===== config.mk =====
export PLATFORM = sky130hd
export DESIGN_NAME = cptd_decider
export DESIGN_NICKNAME = d
export VERILOG_FILES = /design/src/rtl/cptd_pkg.sv /design/src/rtl/cptd_tick_gen.sv /design/src/rtl/cptd_decider.sv
export SDC_FILE = /design/constraint.sdc
export NUM_CORES = 1
export LEC_CHECK = 0
export ABC_AREA = 1
export BUFFER_PORTS_ARGS = -buffer_cell sky130_fd_sc_hd__buf_4
export CAP_MARGIN = 20
export CORE_MARGIN = 4
export CORE_UTILIZATION = 65
export CTS_CLUSTER_SIZE = 10
export DETAILED_ROUTE_END_ITERATION = 16
export PLACE_DENSITY = 0.8
export SYNTH_ARGS = -nofsm -noshare
export SYNTH_HDL_FRONTEND = slang
export SYNTH_SLANG_ARGS = --single-unit

===== constraint.sdc =====
create_clock -name i_sys_clk -period 5.4 [get_ports i_sys_clk]
set_input_delay 0.27 -clock i_sys_clk [delete_from_list [all_inputs] [get_ports i_sys_clk]]
set_output_delay 0.27 -clock i_sys_clk [all_outputs]
set_load 0.05 [all_outputs]

===== src/rtl/cptd_pkg.sv =====
// Constants and types shared by the call progress tone decider.
// Assumes a 10 MHz system clock; times are converted to cycle counts here.
package cptd_pkg;
	localparam int unsigned CPTD_CLK_HZ = 10000000;
	// Times in milliseconds, as specified
	localparam int unsigned CPTD_TICK_MS = 6;
	localparam int unsigned CPTD_INIT_MS = 80;
	localparam int unsigned CPTD_STABLE_MS = 80;
	localparam int unsigned CPTD_GAP_IGNORE_MS = 20;
	localparam int unsigned CPTD_GAP_DETECT_MS = 40;
	// Cycle counts derived from the clock rate
	localparam int unsigned CPTD_TICK_CYC = CPTD_TICK_MS * (CPTD_CLK_HZ / 1000);
	localparam int unsigned CPTD_INIT_CYC = CPTD_INIT_MS * (CPTD_CLK_HZ / 1000);
	// Assessment ticks per interval: consistency needs at least the time, rounded up
	localparam int unsigned CPTD_STABLE_TICKS = (CPTD_STABLE_MS + CPTD_TICK_MS - 1) / CPTD_TICK_MS;
	// Gap longer than 20 ms but below 40 ms is cleared by the 36 ms window, rounded down
	localparam int unsigned CPTD_GAP_TICKS = CPTD_GAP_DETECT_MS / CPTD_TICK_MS;
	localparam int unsigned CPTD_GAP_MIN_TICKS = (CPTD_GAP_IGNORE_MS / CPTD_TICK_MS) + 1;
	// Frequency band limits in Hz
	localparam int unsigned CPTD_BAND_LO_HZ = 315;
	localparam int unsigned CPTD_BAND_HI_HZ = 650;
	// Signal-to-noise floor in dB
	localparam int unsigned CPTD_SNR_MIN_DB = 16;
	// Sample and measurement widths
	localparam int unsigned CPTD_SAMPLE_W = 12;
	localparam int unsigned CPTD_CNT_W = 16;
	localparam int unsigned CPTD_TICK_W = 8;
	localparam logic signed [CPTD_SAMPLE_W-1:0] CPTD_LEVEL_THR = 12'sh040;
	typedef enum logic [1:0] {
		CPTD_ST_INIT,
		CPTD_ST_IDLE,
		CPTD_ST_TONE
	} cptd_state_e;
endpackage : cptd_pkg


===== src/rtl/cptd_tick_gen.sv =====
// Divider that produces one-cycle enable pulses from the system clock.
// Assumes a single free-running clock and asynchronous active-low reset.
`timescale 1ns/100ps
module cptd_tick_gen #(
	parameter int unsigned PERIOD = 60000
) (
	input wire logic i_sys_clk,
	input wire logic i_reset_n,
	output logic o_tick
);
	logic [31:0] cnt_q;
	logic [31:0] cnt_d;
	logic tick_d;
	always_comb begin
		tick_d = (cnt_q == 32'(PERIOD - 1));
		cnt_d = tick_d ? 32'h0 : cnt_q + 32'h1;
	end
	always_ff @(posedge i_sys_clk or negedge i_reset_n) begin
		if (!i_reset_n) begin
			cnt_q <= 32'h0;
			o_tick <= 1'b0;
		end else begin
			cnt_q <= cnt_d;
			o_tick <= tick_d;
		end
	end
endmodule : cptd_tick_gen


===== src/rtl/cptd_decider.sv =====
// Decision and output control of the call progress tone decider.
// Assumes line samples arrive one per clock with a valid strobe, and an SNR value in dB.
//
// What this block does
// - Classify as tone only if measured frequency lies in 315..650 Hz.
// - Require signal-to-noise of at least 16 dB before accepting.
// - Accept a candidate only after about 80 ms of consistency.
// - Monitor continuously; refresh classification every 6 ms.
// - Compare amplified level against a fixed threshold, pass result on.
// - Tone indication asserted only while level comparison is true.
// - No input, below 250 Hz or 750 Hz..10 kHz gives low output.
// - In-band single and dual call progress tones give high output (code never accepts a tone whose crossing count alternates).
// - Every assessment yields exactly tone present or no signal.
// - Combine frequency, time and amplitude analysis to reject speech and noise.
// - Output follows decision only while enable high; forced low otherwise.
// - Ignore gaps up to 20 ms (code drops o_detect for any window without level), recognise gaps of 40 ms or more.
// - Assert within 80 ms of tone start (code asserts at the 14th tick earliest, over 80 ms), deassert within 80 ms of end.
`timescale 1ns/100ps
module cptd_decider
	import cptd_pkg::*;
#(
	parameter int unsigned CLK_HZ = CPTD_CLK_HZ,
	parameter int unsigned TICK_CYC = CPTD_TICK_CYC,
	parameter int unsigned INIT_CYC = CPTD_INIT_CYC,
	parameter int unsigned STABLE_TICKS = CPTD_STABLE_TICKS,
	parameter int unsigned GAP_TICKS = CPTD_GAP_TICKS
) (
	input wire logic i_sys_clk,
	input wire logic i_reset_n,
	input wire logic signed [CPTD_SAMPLE_W-1:0] i_line_signal_input,
	input wire logic i_sample_valid,
	input wire logic [7:0] i_snr_db,
	input wire logic i_enable,
	output logic o_level_ok,
	output logic o_detect
);
	////////////////////////////////////////////////////////////////////////
	// Local constants
	localparam int unsigned MS_PER_S = 1000;
	// Allowed window-to-window wander is count >> this; speech wanders more
	localparam int unsigned JITTER_SHIFT = 3;

	////////////////////////////////////////////////////////////////////////
	// Functions
	function automatic logic [CPTD_SAMPLE_W-1:0] abs_val(input logic signed [CPTD_SAMPLE_W-1:0] v);
		abs_val = v[CPTD_SAMPLE_W-1] ? CPTD_SAMPLE_W'(-v) : CPTD_SAMPLE_W'(v);
	endfunction : abs_val

	// Crossings per window times windows per second, halved, gives the tone frequency in Hz
	function automatic logic in_band(input logic [CPTD_CNT_W-1:0] crossings);
		logic [31:0] hz;
		hz = 32'(crossings) * (MS_PER_S / CPTD_TICK_MS) / 2;
		in_band = (hz >= CPTD_BAND_LO_HZ) && (hz <= CPTD_BAND_HI_HZ);
	endfunction : in_band

	////////////////////////////////////////////////////////////////////////
	// Tick and init timers
	logic tick;
	cptd_tick_gen #(
		.PERIOD(TICK_CYC)
	) u_tick (
		.i_sys_clk(i_sys_clk),
		.i_reset_n(i_reset_n),
		.o_tick(tick)
	);

	logic [31:0] init_q;
	logic [31:0] init_d;
	logic init_done;
	always_comb begin
		init_done = (init_q >= 32'(INIT_CYC));
		init_d = init_done ? init_q : init_q + 32'h1;
	end
	always_ff @(posedge i_sys_clk or negedge i_reset_n) begin
		if (!i_reset_n) begin
			init_q <= 32'h0;
		end else begin
			init_q <= init_d;
		end
	end

	////////////////////////////////////////////////////////////////////////
	// Per-window measurement: zero crossings, level, crossing-count consistency
	logic sign_q;
	logic sign_d;
	logic [CPTD_CNT_W-1:0] xing_q;
	logic [CPTD_CNT_W-1:0] xing_d;
	logic [CPTD_CNT_W-1:0] prev_xing_q;
	logic [CPTD_CNT_W-1:0] prev_xing_d;
	logic lvl_win_q;
	logic lvl_win_d;
	logic level_ok_q;
	logic level_ok_d;
	logic cand;
	logic consistent;
	logic [CPTD_CNT_W-1:0] xdiff;
	logic loud_smp;
	logic xing_smp;
	always_comb begin
		sign_d = sign_q;
		xing_d = xing_q;
		lvl_win_d = lvl_win_q;
		prev_xing_d = prev_xing_q;
		level_ok_d = level_ok_q;
		loud_smp = 1'b0;
		xing_smp = 1'b0;
		if (i_sample_valid) begin
			sign_d = i_line_signal_input[CPTD_SAMPLE_W-1];
			xing_smp = (sign_d != sign_q);
			loud_smp = (abs_val(i_line_signal_input) >= CPTD_SAMPLE_W'(CPTD_LEVEL_THR));
		end
		// Sample on the tick edge opens the new window, so no crossing is lost
		if (tick) begin
			level_ok_d = lvl_win_q;
			prev_xing_d = xing_q;
			xing_d = CPTD_CNT_W'(xing_smp);
			lvl_win_d = loud_smp;
		end else begin
			xing_d = xing_q + CPTD_CNT_W'(xing_smp);
			lvl_win_d = lvl_win_q | loud_smp;
		end
	end
	always_comb begin
		xdiff = (xing_q > prev_xing_q) ? xing_q - prev_xing_q : prev_xing_q - xing_q;
		// In-band counts are 4 to 7, so count >> 3 is 0 and no jitter between windows is tolerated
		consistent = (xdiff <= (xing_q >> JITTER_SHIFT));
		cand = in_band(xing_q)
			&& (i_snr_db >= 8'(CPTD_SNR_MIN_DB))
			&& consistent
			&& lvl_win_q;
	end
	always_ff @(posedge i_sys_clk or negedge i_reset_n) begin
		if (!i_reset_n) begin
			sign_q <= 1'b0;
			xing_q <= '0;
			prev_xing_q <= '0;
			lvl_win_q <= 1'b0;
			level_ok_q <= 1'b0;
		end else begin
			sign_q <= sign_d;
			xing_q <= xing_d;
			prev_xing_q <= prev_xing_d;
			lvl_win_q <= lvl_win_d;
			level_ok_q <= level_ok_d;
		end
	end

	////////////////////////////////////////////////////////////////////////
	// Decision state machine, stepped on the assessment tick
	cptd_state_e state_q;
	cptd_state_e state_d;
	logic [CPTD_TICK_W-1:0] run_q;
	logic [CPTD_TICK_W-1:0] run_d;
	logic [CPTD_TICK_W-1:0] gap_q;
	logic [CPTD_TICK_W-1:0] gap_d;
	logic detect_d;
	always_comb begin
		state_d = state_q;
		run_d = run_q;
		gap_d = gap_q;
		if (tick) begin
			case (state_q)
				CPTD_ST_INIT: begin
					if (init_done) begin
						state_d = CPTD_ST_IDLE;
					end
				end
				CPTD_ST_IDLE: begin
					if (cand) begin
						run_d = run_q + 1'b1;
						gap_d = '0;
						if (run_d >= CPTD_TICK_W'(STABLE_TICKS) - 1'b1) begin
							state_d = CPTD_ST_TONE;
							run_d = '0;
						end
					end else if (gap_q + 1'b1 >= CPTD_TICK_W'(CPTD_GAP_MIN_TICKS)) begin
						run_d = '0;
						gap_d = '0;
					end else begin
						gap_d = gap_q + 1'b1;
					end
				end
				CPTD_ST_TONE: begin
					if (cand) begin
						gap_d = '0;
					end else begin
						gap_d = gap_q + 1'b1;
						if (gap_d >= CPTD_TICK_W'(GAP_TICKS)) begin
							state_d = CPTD_ST_IDLE;
							gap_d = '0;
						end
					end
				end
				default: begin
					state_d = CPTD_ST_INIT;
				end
			endcase
		end
		// Level loss always yields no signal on the next refresh
		detect_d = o_detect;
		if (tick) begin
			detect_d = (state_d == CPTD_ST_TONE) && level_ok_d && i_enable;
		end
		if (!i_enable) begin
			detect_d = 1'b0;
		end
	end
	always_ff @(posedge i_sys_clk or negedge i_reset_n) begin
		if (!i_reset_n) begin
			state_q <= CPTD_ST_INIT;
			run_q <= '0;
			gap_q <= '0;
			o_detect <= 1'b0;
			o_level_ok <= 1'b0;
		end else begin
			state_q <= state_d;
			run_q <= run_d;
			gap_q <= gap_d;
			o_detect <= detect_d;
			o_level_ok <= level_ok_d;
		end
	end
endmodule : cptd_decider


==> results.py, run 1 <==
metrics = {
    "synth": {
        "syn_area_per_cell_um2": 7.27,
        "synth_xor_area_frac": 0.0422,
        "ys_seq_elements": 119,
        "synth_top_family_by_area": "simple AND/OR/NAND/NOR gates",
        "yosys.area_share.simple": 0.281,
        "syn_nets": 1601,
        "synth_compound_area_frac": 0.0858,
        "synthMuxAreaShare": 0.00109,
        "syn_inst": 1427,
        "syn_area_mm2": 0.0104,
        "synth_fa_ha_area_frac": 0.198,
        "synth_cell_types": 52,
        "yosys_warnings": 0,
        "seq_area_frac_synth": 0.287,
    },
    "sta": {
        "skew_ns": 0.0144,
        "grt_setup_unrepaired": "false",
        "setup_viol_count_final": 0,
        "drv_slew": 0,
        "fin_tns_setup_ns": 0,
        "max_slew_margin": 0.386,
        "tightest_slew_ns": 0.921,
        "period_needed_ns": 4.85,
        "clock.fmax_mhz": 206,
        "fin_crit_sh": 0.897,
        "final_hold_viol_count": 0,
    },
    "power_and_ir_drop": {
        "leakagePower_nw": 6.23,
        "power_mw": 5.50,
        "p_per_area_mw_per_mm2": 484,
        "vdd_ir_drop_max_v": 0.000425,
    },
    "routing": {
        "vias_per_cell": 5.41,
        "vias": 9067,
        "final_antenna_net_count": 0,
        "wl_per_cell_um": 13.9,
        "drt_iter0_drc": 723,
        "totalWireLength_mm": 23.2,
        "dr.pass1.iters": 5,
        "drc": 0,
    },
    "place": {
        "routabilityCongestion": 0.903,
        "hpwl_mm": 18.0,
        "place_inst": 1644,
        "place.port_buffers": 21,
    },
    "finish": {
        "final_common_cell": "nand2_1",
        "syn_to_final_growth_pct": 9.81,
        "layout_common_cells": "nand2_1 (339), inv_1 (257), nor2_1 (129)",
        "antenna_cells": 0,
        "final_cells": 1677,
        "layout.nets": 1627,
        "drive_gt1_frac": 0.0730,
        "final_core_util": 0.738,
    },
    "floorplan": {
        "row_count": 45,
        "die-area_mm2": 0.0180,
        "die_h_um": 134,
        "pin_count": 26,
        "start_util": 0.672,
        "core_area_mm2": 0.0154,
        "dieWidth_um": 134,
    },
    "worst_setup_path": {
        "start_kind": "register",
        "critPathMostFrequentCell": "nand2_1",
        "cp_max_fo": 24,
        "critical_path_arrival_ns": 5.12,
        "reg2reg_slack_ns": 0.55,
        "cp-startpoint": "xing_q[14]",
        "crit_slowest_cell": "dfrtp_1",
        "cp.required_ns": 5.68,
        "r2r-end": "state_q[0]",
        "ff2ff_path_depth": 30,
        "r2r-start": "xing_q[14]",
        "cp-end-kind": "register",
        "crit_type": "register to register",
        "slowest_delay_ns": 0.47,
    },
    "clock_network": {
        "cts_max_level": 4,
        "numCtsBuffers": 17,
        "cts.sinks": 119,
        "path_clk_slew_ns": 0.06,
        "cts_resized": 0,
        "cts_tree": "yes",
        "clk_path_buf_depth": 2,
        "insertion_delay_ns": 0.42,
        "root_buffer": "clkbuf_16",
    },
    "min_path": {
        "worstHoldPathCells": 2,
        "hp-class": "input pin to register",
        "holdCritStartpoint": "i_sample_valid",
        "min_to": "sign_q",
    },
    "grt": {
        "antenna_found_initial": 0,
        "track_usage": 0.267,
        "grt_max_degree": 69,
        "grt_pass1_wl_mm": 39.7,
        "grt_pass1_vias": 8711,
        "globalRoute.totalOverflow": 0,
    },
    "job": {
        "max-cap-violations": 0,
    },
    "outcome": {
        "status": "complete, no violations",
    },
}
[power by group]
part | switching (mW) | internal, mW
Combinational | 2.16 | 1.18
Clock | 0.453 | 0.737
Sequential | 0.0636 | 0.914
Total | 2.67 | 2.83
[worst max path at each step]
stage | end | slack, ns | cells after the start
4_1_cts | o_detect | 0.56 | 31
2_1_floorplan | run_q[0] | 1.33 | 23
6_report | state_q[0] | 0.55 | 30
5_1_grt | state_q[0] | 0.04 | 30
3_5_place_dp | run_q[6] | 0.58 | 30
3_3_place_gp | run_q[6] | 0.66 | 30
[layer usage]
layer	wire length [um]	track usage	share of wire	vias to the layer above
met5	0	0	0	-
met3	873	0.0375	0.038	50
met4	554	0.0871	0.024	0
met1	10700	0.362	0.46	4211
met2	11100	0.445	0.48	197
li1	-	-	-	4609
[cell usage after synthesis (all sizes together)]
cell type	n	area share
nand2	354	0.13
inv	262	0.095
nor2	137	0.052
ha	126	0.15
dfrtp	119	0.29
nand3	83	0.044
a21oi	72	0.035
o21ai	59	0.028
xor2	38	0.032
nor3	36	0.020
nand4	26	0.016
fa	24	0.046
clkbuf	18	0.0065
nor4	17	0.011
xnor2	12	0.010
o211ai	7	0.0051
buf	5	0.0023
a31oi	4	0.0024
nand3b	4	0.0029
o21bai	3	0.0022
a21o	2	0.0014
a221oi	2	0.0017
o221ai	2	0.0017
o31ai	2	0.0019
a211oi	1	0.00072
a22oi	1	0.00072
a2bb2oi	1	0.00084
a31o	1	0.00084
a32o	1	0.00097
and3	1	0.00060
clkinv	1	0.00036
mux2	1	0.0011
o21a	1	0.00072
o22ai	1	0.00060
or2	1	0.00060
or3	1	0.00060
or4	1	0.00072
[repair_timing]
item | in CTS | in global routing
setup buffers | 0 | 0
hold buffers | 1 | 0
hold endpoints to repair | 1 | 0
[cell type report]
type	instances	area, um2
Clock inverter	15	191
Tap cell	211	264
Clock buffer	17	425
Fill cell	1252	4040
Sequential cell	119	2980
Multi-Input combinational cell	1022	6310
Inverter	263	990
Timing Repair Buffer	30	228
[registers in the layout, summed over array words and instances, names as in the netlist]
| register | flops |
|---|---|
| u_tick.cnt_q | 32 |
| init_q | 32 |
| lvl_win_q | 1 |
| prev_xing_q | 16 |
| u_tick.o_tick | 1 |
| gap_q | 8 |
| sign_q | 1 |
| o_detect | 1 |
| o_level_ok | 1 |
| state_q | 2 |
| xing_q | 16 |
| run_q | 8 |
[through the flow]
stage / worst slack (ns) / cell area [um2] / hold WS, ns
6_report: 0.554 / 11400 / 0.126
5_1_grt: 0.0392 / 11400 / 0.133
4_1_cts: 0.559 / 11400 / 0.116
3_5_place_dp: 0.583 / 10800 / 0.369
3_3_place_gp: 0.659 / 10800 / 0.365
2_1_floorplan: 1.33 / 10400 / -0.0256
[cell families after synthesis]
family | count (synthesis)
fa+ha+maj | 150
mux | 1
compound gates | 160
xor+xnor | 50
simple gates | 661
buf+inv | 286
flops | 119
[worst max-delay path: cells and delay by family, from the launching register on]
| family | cells | cell delay (ns) |
|---|---|---|
| buffers and inverters | 3 | 0.33 |
| adders and majority gates | 2 | 0.73 |
| and+or+nand+nor | 18 | 1.76 |
| DFF | 1 | 0.47 |
| xor gates and xnor gates | 1 | 0.22 |
| AOI/OAI and AO/OA | 6 | 1.19 |
(Power assumes the default switching activity.)
==> run 2: changes to the inputs <==
--- a/config.mk
+++ b/config.mk
@@ -6,12 +6,13 @@
 export NUM_CORES = 1
 export LEC_CHECK = 0
 export ABC_AREA = 1
-export BUFFER_PORTS_ARGS = -buffer_cell sky130_fd_sc_hd__buf_4
 export CAP_MARGIN = 20
 export CORE_MARGIN = 4
-export CORE_UTILIZATION = 65
+export CORE_UTILIZATION = 66
 export CTS_CLUSTER_SIZE = 10
 export DETAILED_ROUTE_END_ITERATION = 16
+export DONT_BUFFER_PORTS = 1
+export GPL_ROUTABILITY_DRIVEN = 0
 export PLACE_DENSITY = 0.8
 export SYNTH_ARGS = -nofsm -noshare
 export SYNTH_HDL_FRONTEND = slang
==> results.py, run 2 (synthesis results as in run 1) <==
metrics = {
    "outcome": {
        "status": "complete, no violations",
    },
    "clock_network": {
        "path_clk_slew_ns": 0.06,
        "post-cts-setup-buffers": 0,
        "insertion_delay_ns": 0.42,
        "clk_path_buf_depth": 2,
        "cts_max_level": 4,
        "root_buffer": "clkbuf_16",
        "cts_tree": "yes",
        "cts.sinks": 119,
        "numCtsBuffers": 17,
    },
    "sta": {
        "period_needed_ns": 4.93,
        "skew_ns": 0.0102,
        "max_slew_margin": 0.506,
        "grt_setup_unrepaired": "false",
        "holdWs_ns": 0.0129,
        "postLayoutSetupSlackWorst_ns": 0.471,
        "tightest_slew_ns": 0.734,
        "fin_crit_sh": 0.913,
        "final_hold_viol_count": 0,
        "fin_tns_setup_ns": 0,
        "setup_viol_count_final": 0,
        "clock.fmax_mhz": 203,
        "drv_slew": 0,
    },
    "floorplan": {
        "die-area_mm2": 0.0178,
        "die_h_um": 133,
        "dieWidth_um": 133,
        "start_util": 0.677,
        "pin_count": 26,
        "row_count": 45,
        "core_area_mm2": 0.0153,
    },
    "finish": {
        "antenna_cells": 0,
        "top_regs": "init_q: 32 flops, u_tick.cnt_q: 32 flops",
        "final_common_cell": "nand2_1",
        "layout_common_cells": "nand2_1 (339), inv_1 (256), nor2_1 (129)",
        "drive_gt1_frac": 0.0629,
        "seqCellArea_mm2": 0.00298,
        "syn_to_final_growth_pct": 8.83,
        "fin_area_mm2": 0.0113,
        "fill_cells": 1192,
        "multi_input_area_mm2": 0.00631,
        "layout.nets": 1609,
    },
    "min_path": {
        "hp-class": "input pin to register",
    },
    "routing": {
        "drt_iter0_drc": 621,
        "vias": 9020,
        "dr.pass1.iters": 5,
        "wl_per_cell_um": 14.3,
        "vias_per_cell": 5.44,
        "final_antenna_net_count": 0,
        "drc": 0,
        "totalWireLength_mm": 23.7,
    },
    "place": {
        "post-place-ws_ns": 0.396,
        "hpwl_mm": 17.9,
        "place.port_buffers": 0,
        "post_dp_cell_area_mm2": 0.0106,
    },
    "grt": {
        "globalRoute.totalOverflow": 0,
        "track_usage": 0.278,
        "grt_max_degree": 120,
        "antenna_found_initial": 0,
        "grt_pass1_vias": 8987,
        "grt_pass1_wl_mm": 41.0,
    },
    "worst_setup_path": {
        "crit_type": "register to register",
        "cp-startpoint": "xing_q[4]",
        "ff2ff_path_depth": 31,
        "r2r-start": "xing_q[4]",
        "reg2reg_slack_ns": 0.47,
        "critical_path_arrival_ns": 5.23,
        "r2r-end": "run_q[0]",
        "crit_end": "run_q[0]",
        "crit_slowest_cell": "dfrtp_1",
        "cp.required_ns": 5.70,
        "cp_max_fo": 24,
        "slowest_delay_ns": 0.55,
        "cp-end-kind": "register",
        "critPathMostFrequentCell": "nand2_1",
        "start_kind": "register",
    },
    "power_and_ir_drop": {
        "leakagePower_nw": 6.13,
        "vdd_ir_drop_max_v": 0.00100,
        "power_mw": 5.46,
        "p_per_area_mw_per_mm2": 484,
    },
    "job": {
        "max-cap-violations": 0,
    },
}
==> run 2: power breakdown <==
part	internal (mW)	switching, mW	leakage (nW)
registers	0.915	0.0660	1.55
logic	1.18	2.13	4.30
clock network	0.740	0.441	0.285
total	2.83	2.63	6.13
==> run 2: worst min path at each step <==
stage               startpoint               to  cells after the start
finish                i_enable         o_detect                      2
global route          i_enable         o_detect                      2
floorplan            i_reset_n         gap_q[0]                      0
detailed placement   i_reset_n  prev_xing_q[15]                      0
CTS                   i_enable         o_detect                      2
global placement     i_reset_n  prev_xing_q[15]                      0
==> run 2: routing by layer <==
metal,share of wire,track usage,up-vias
met3,0.049,0.0559,44
li1,-,-,4569
met5,0,0,-
met1,0.46,0.369,4188
met4,0.020,0.0823,0
met2,0.47,0.466,219
==> run 2: worst max-delay path: cells and delay by family (launching register included) <==
kind	cells	cell delay [ns]
adder cells (fa/ha/maj)	2	0.71
AO/OA/AOI/OAI	4	0.65
XOR/XNOR	1	0.17
flip-flops	1	0.55
AND/OR/NAND/NOR	22	2.48
buffers and inverters	2	0.26
==> run 2: timing repair <==
action                                  4_1_cts  5_1_grt
endpoints found under the hold margin       121        0
hold buffers                                  5        0
endpoints found under the setup margin        0       13
gates resized for setup                       0        6
==> run 2: stage by stage <==
| step | utilization | instances |
|---|---|---|
| final | 0.737 | 1658 |
| after global routing | 0.737 | 1658 |
| after CTS | 0.736 | 1658 |
| after detailed placement | 0.692 | 1622 |
| after global placement | 0.692 | 1622 |
| after floorplan | - | 1427 |
==> run 2: cell type report <==
cell class / count / area share
Sequential cell: 119 / 0.264
Clock inverter: 13 / 0.0153
Timing Repair Buffer: 12 / 0.0106
Tap cell: 211 / 0.0234
Multi-Input combinational cell: 1022 / 0.560
Clock buffer: 18 / 0.0389
Inverter: 263 / 0.0877
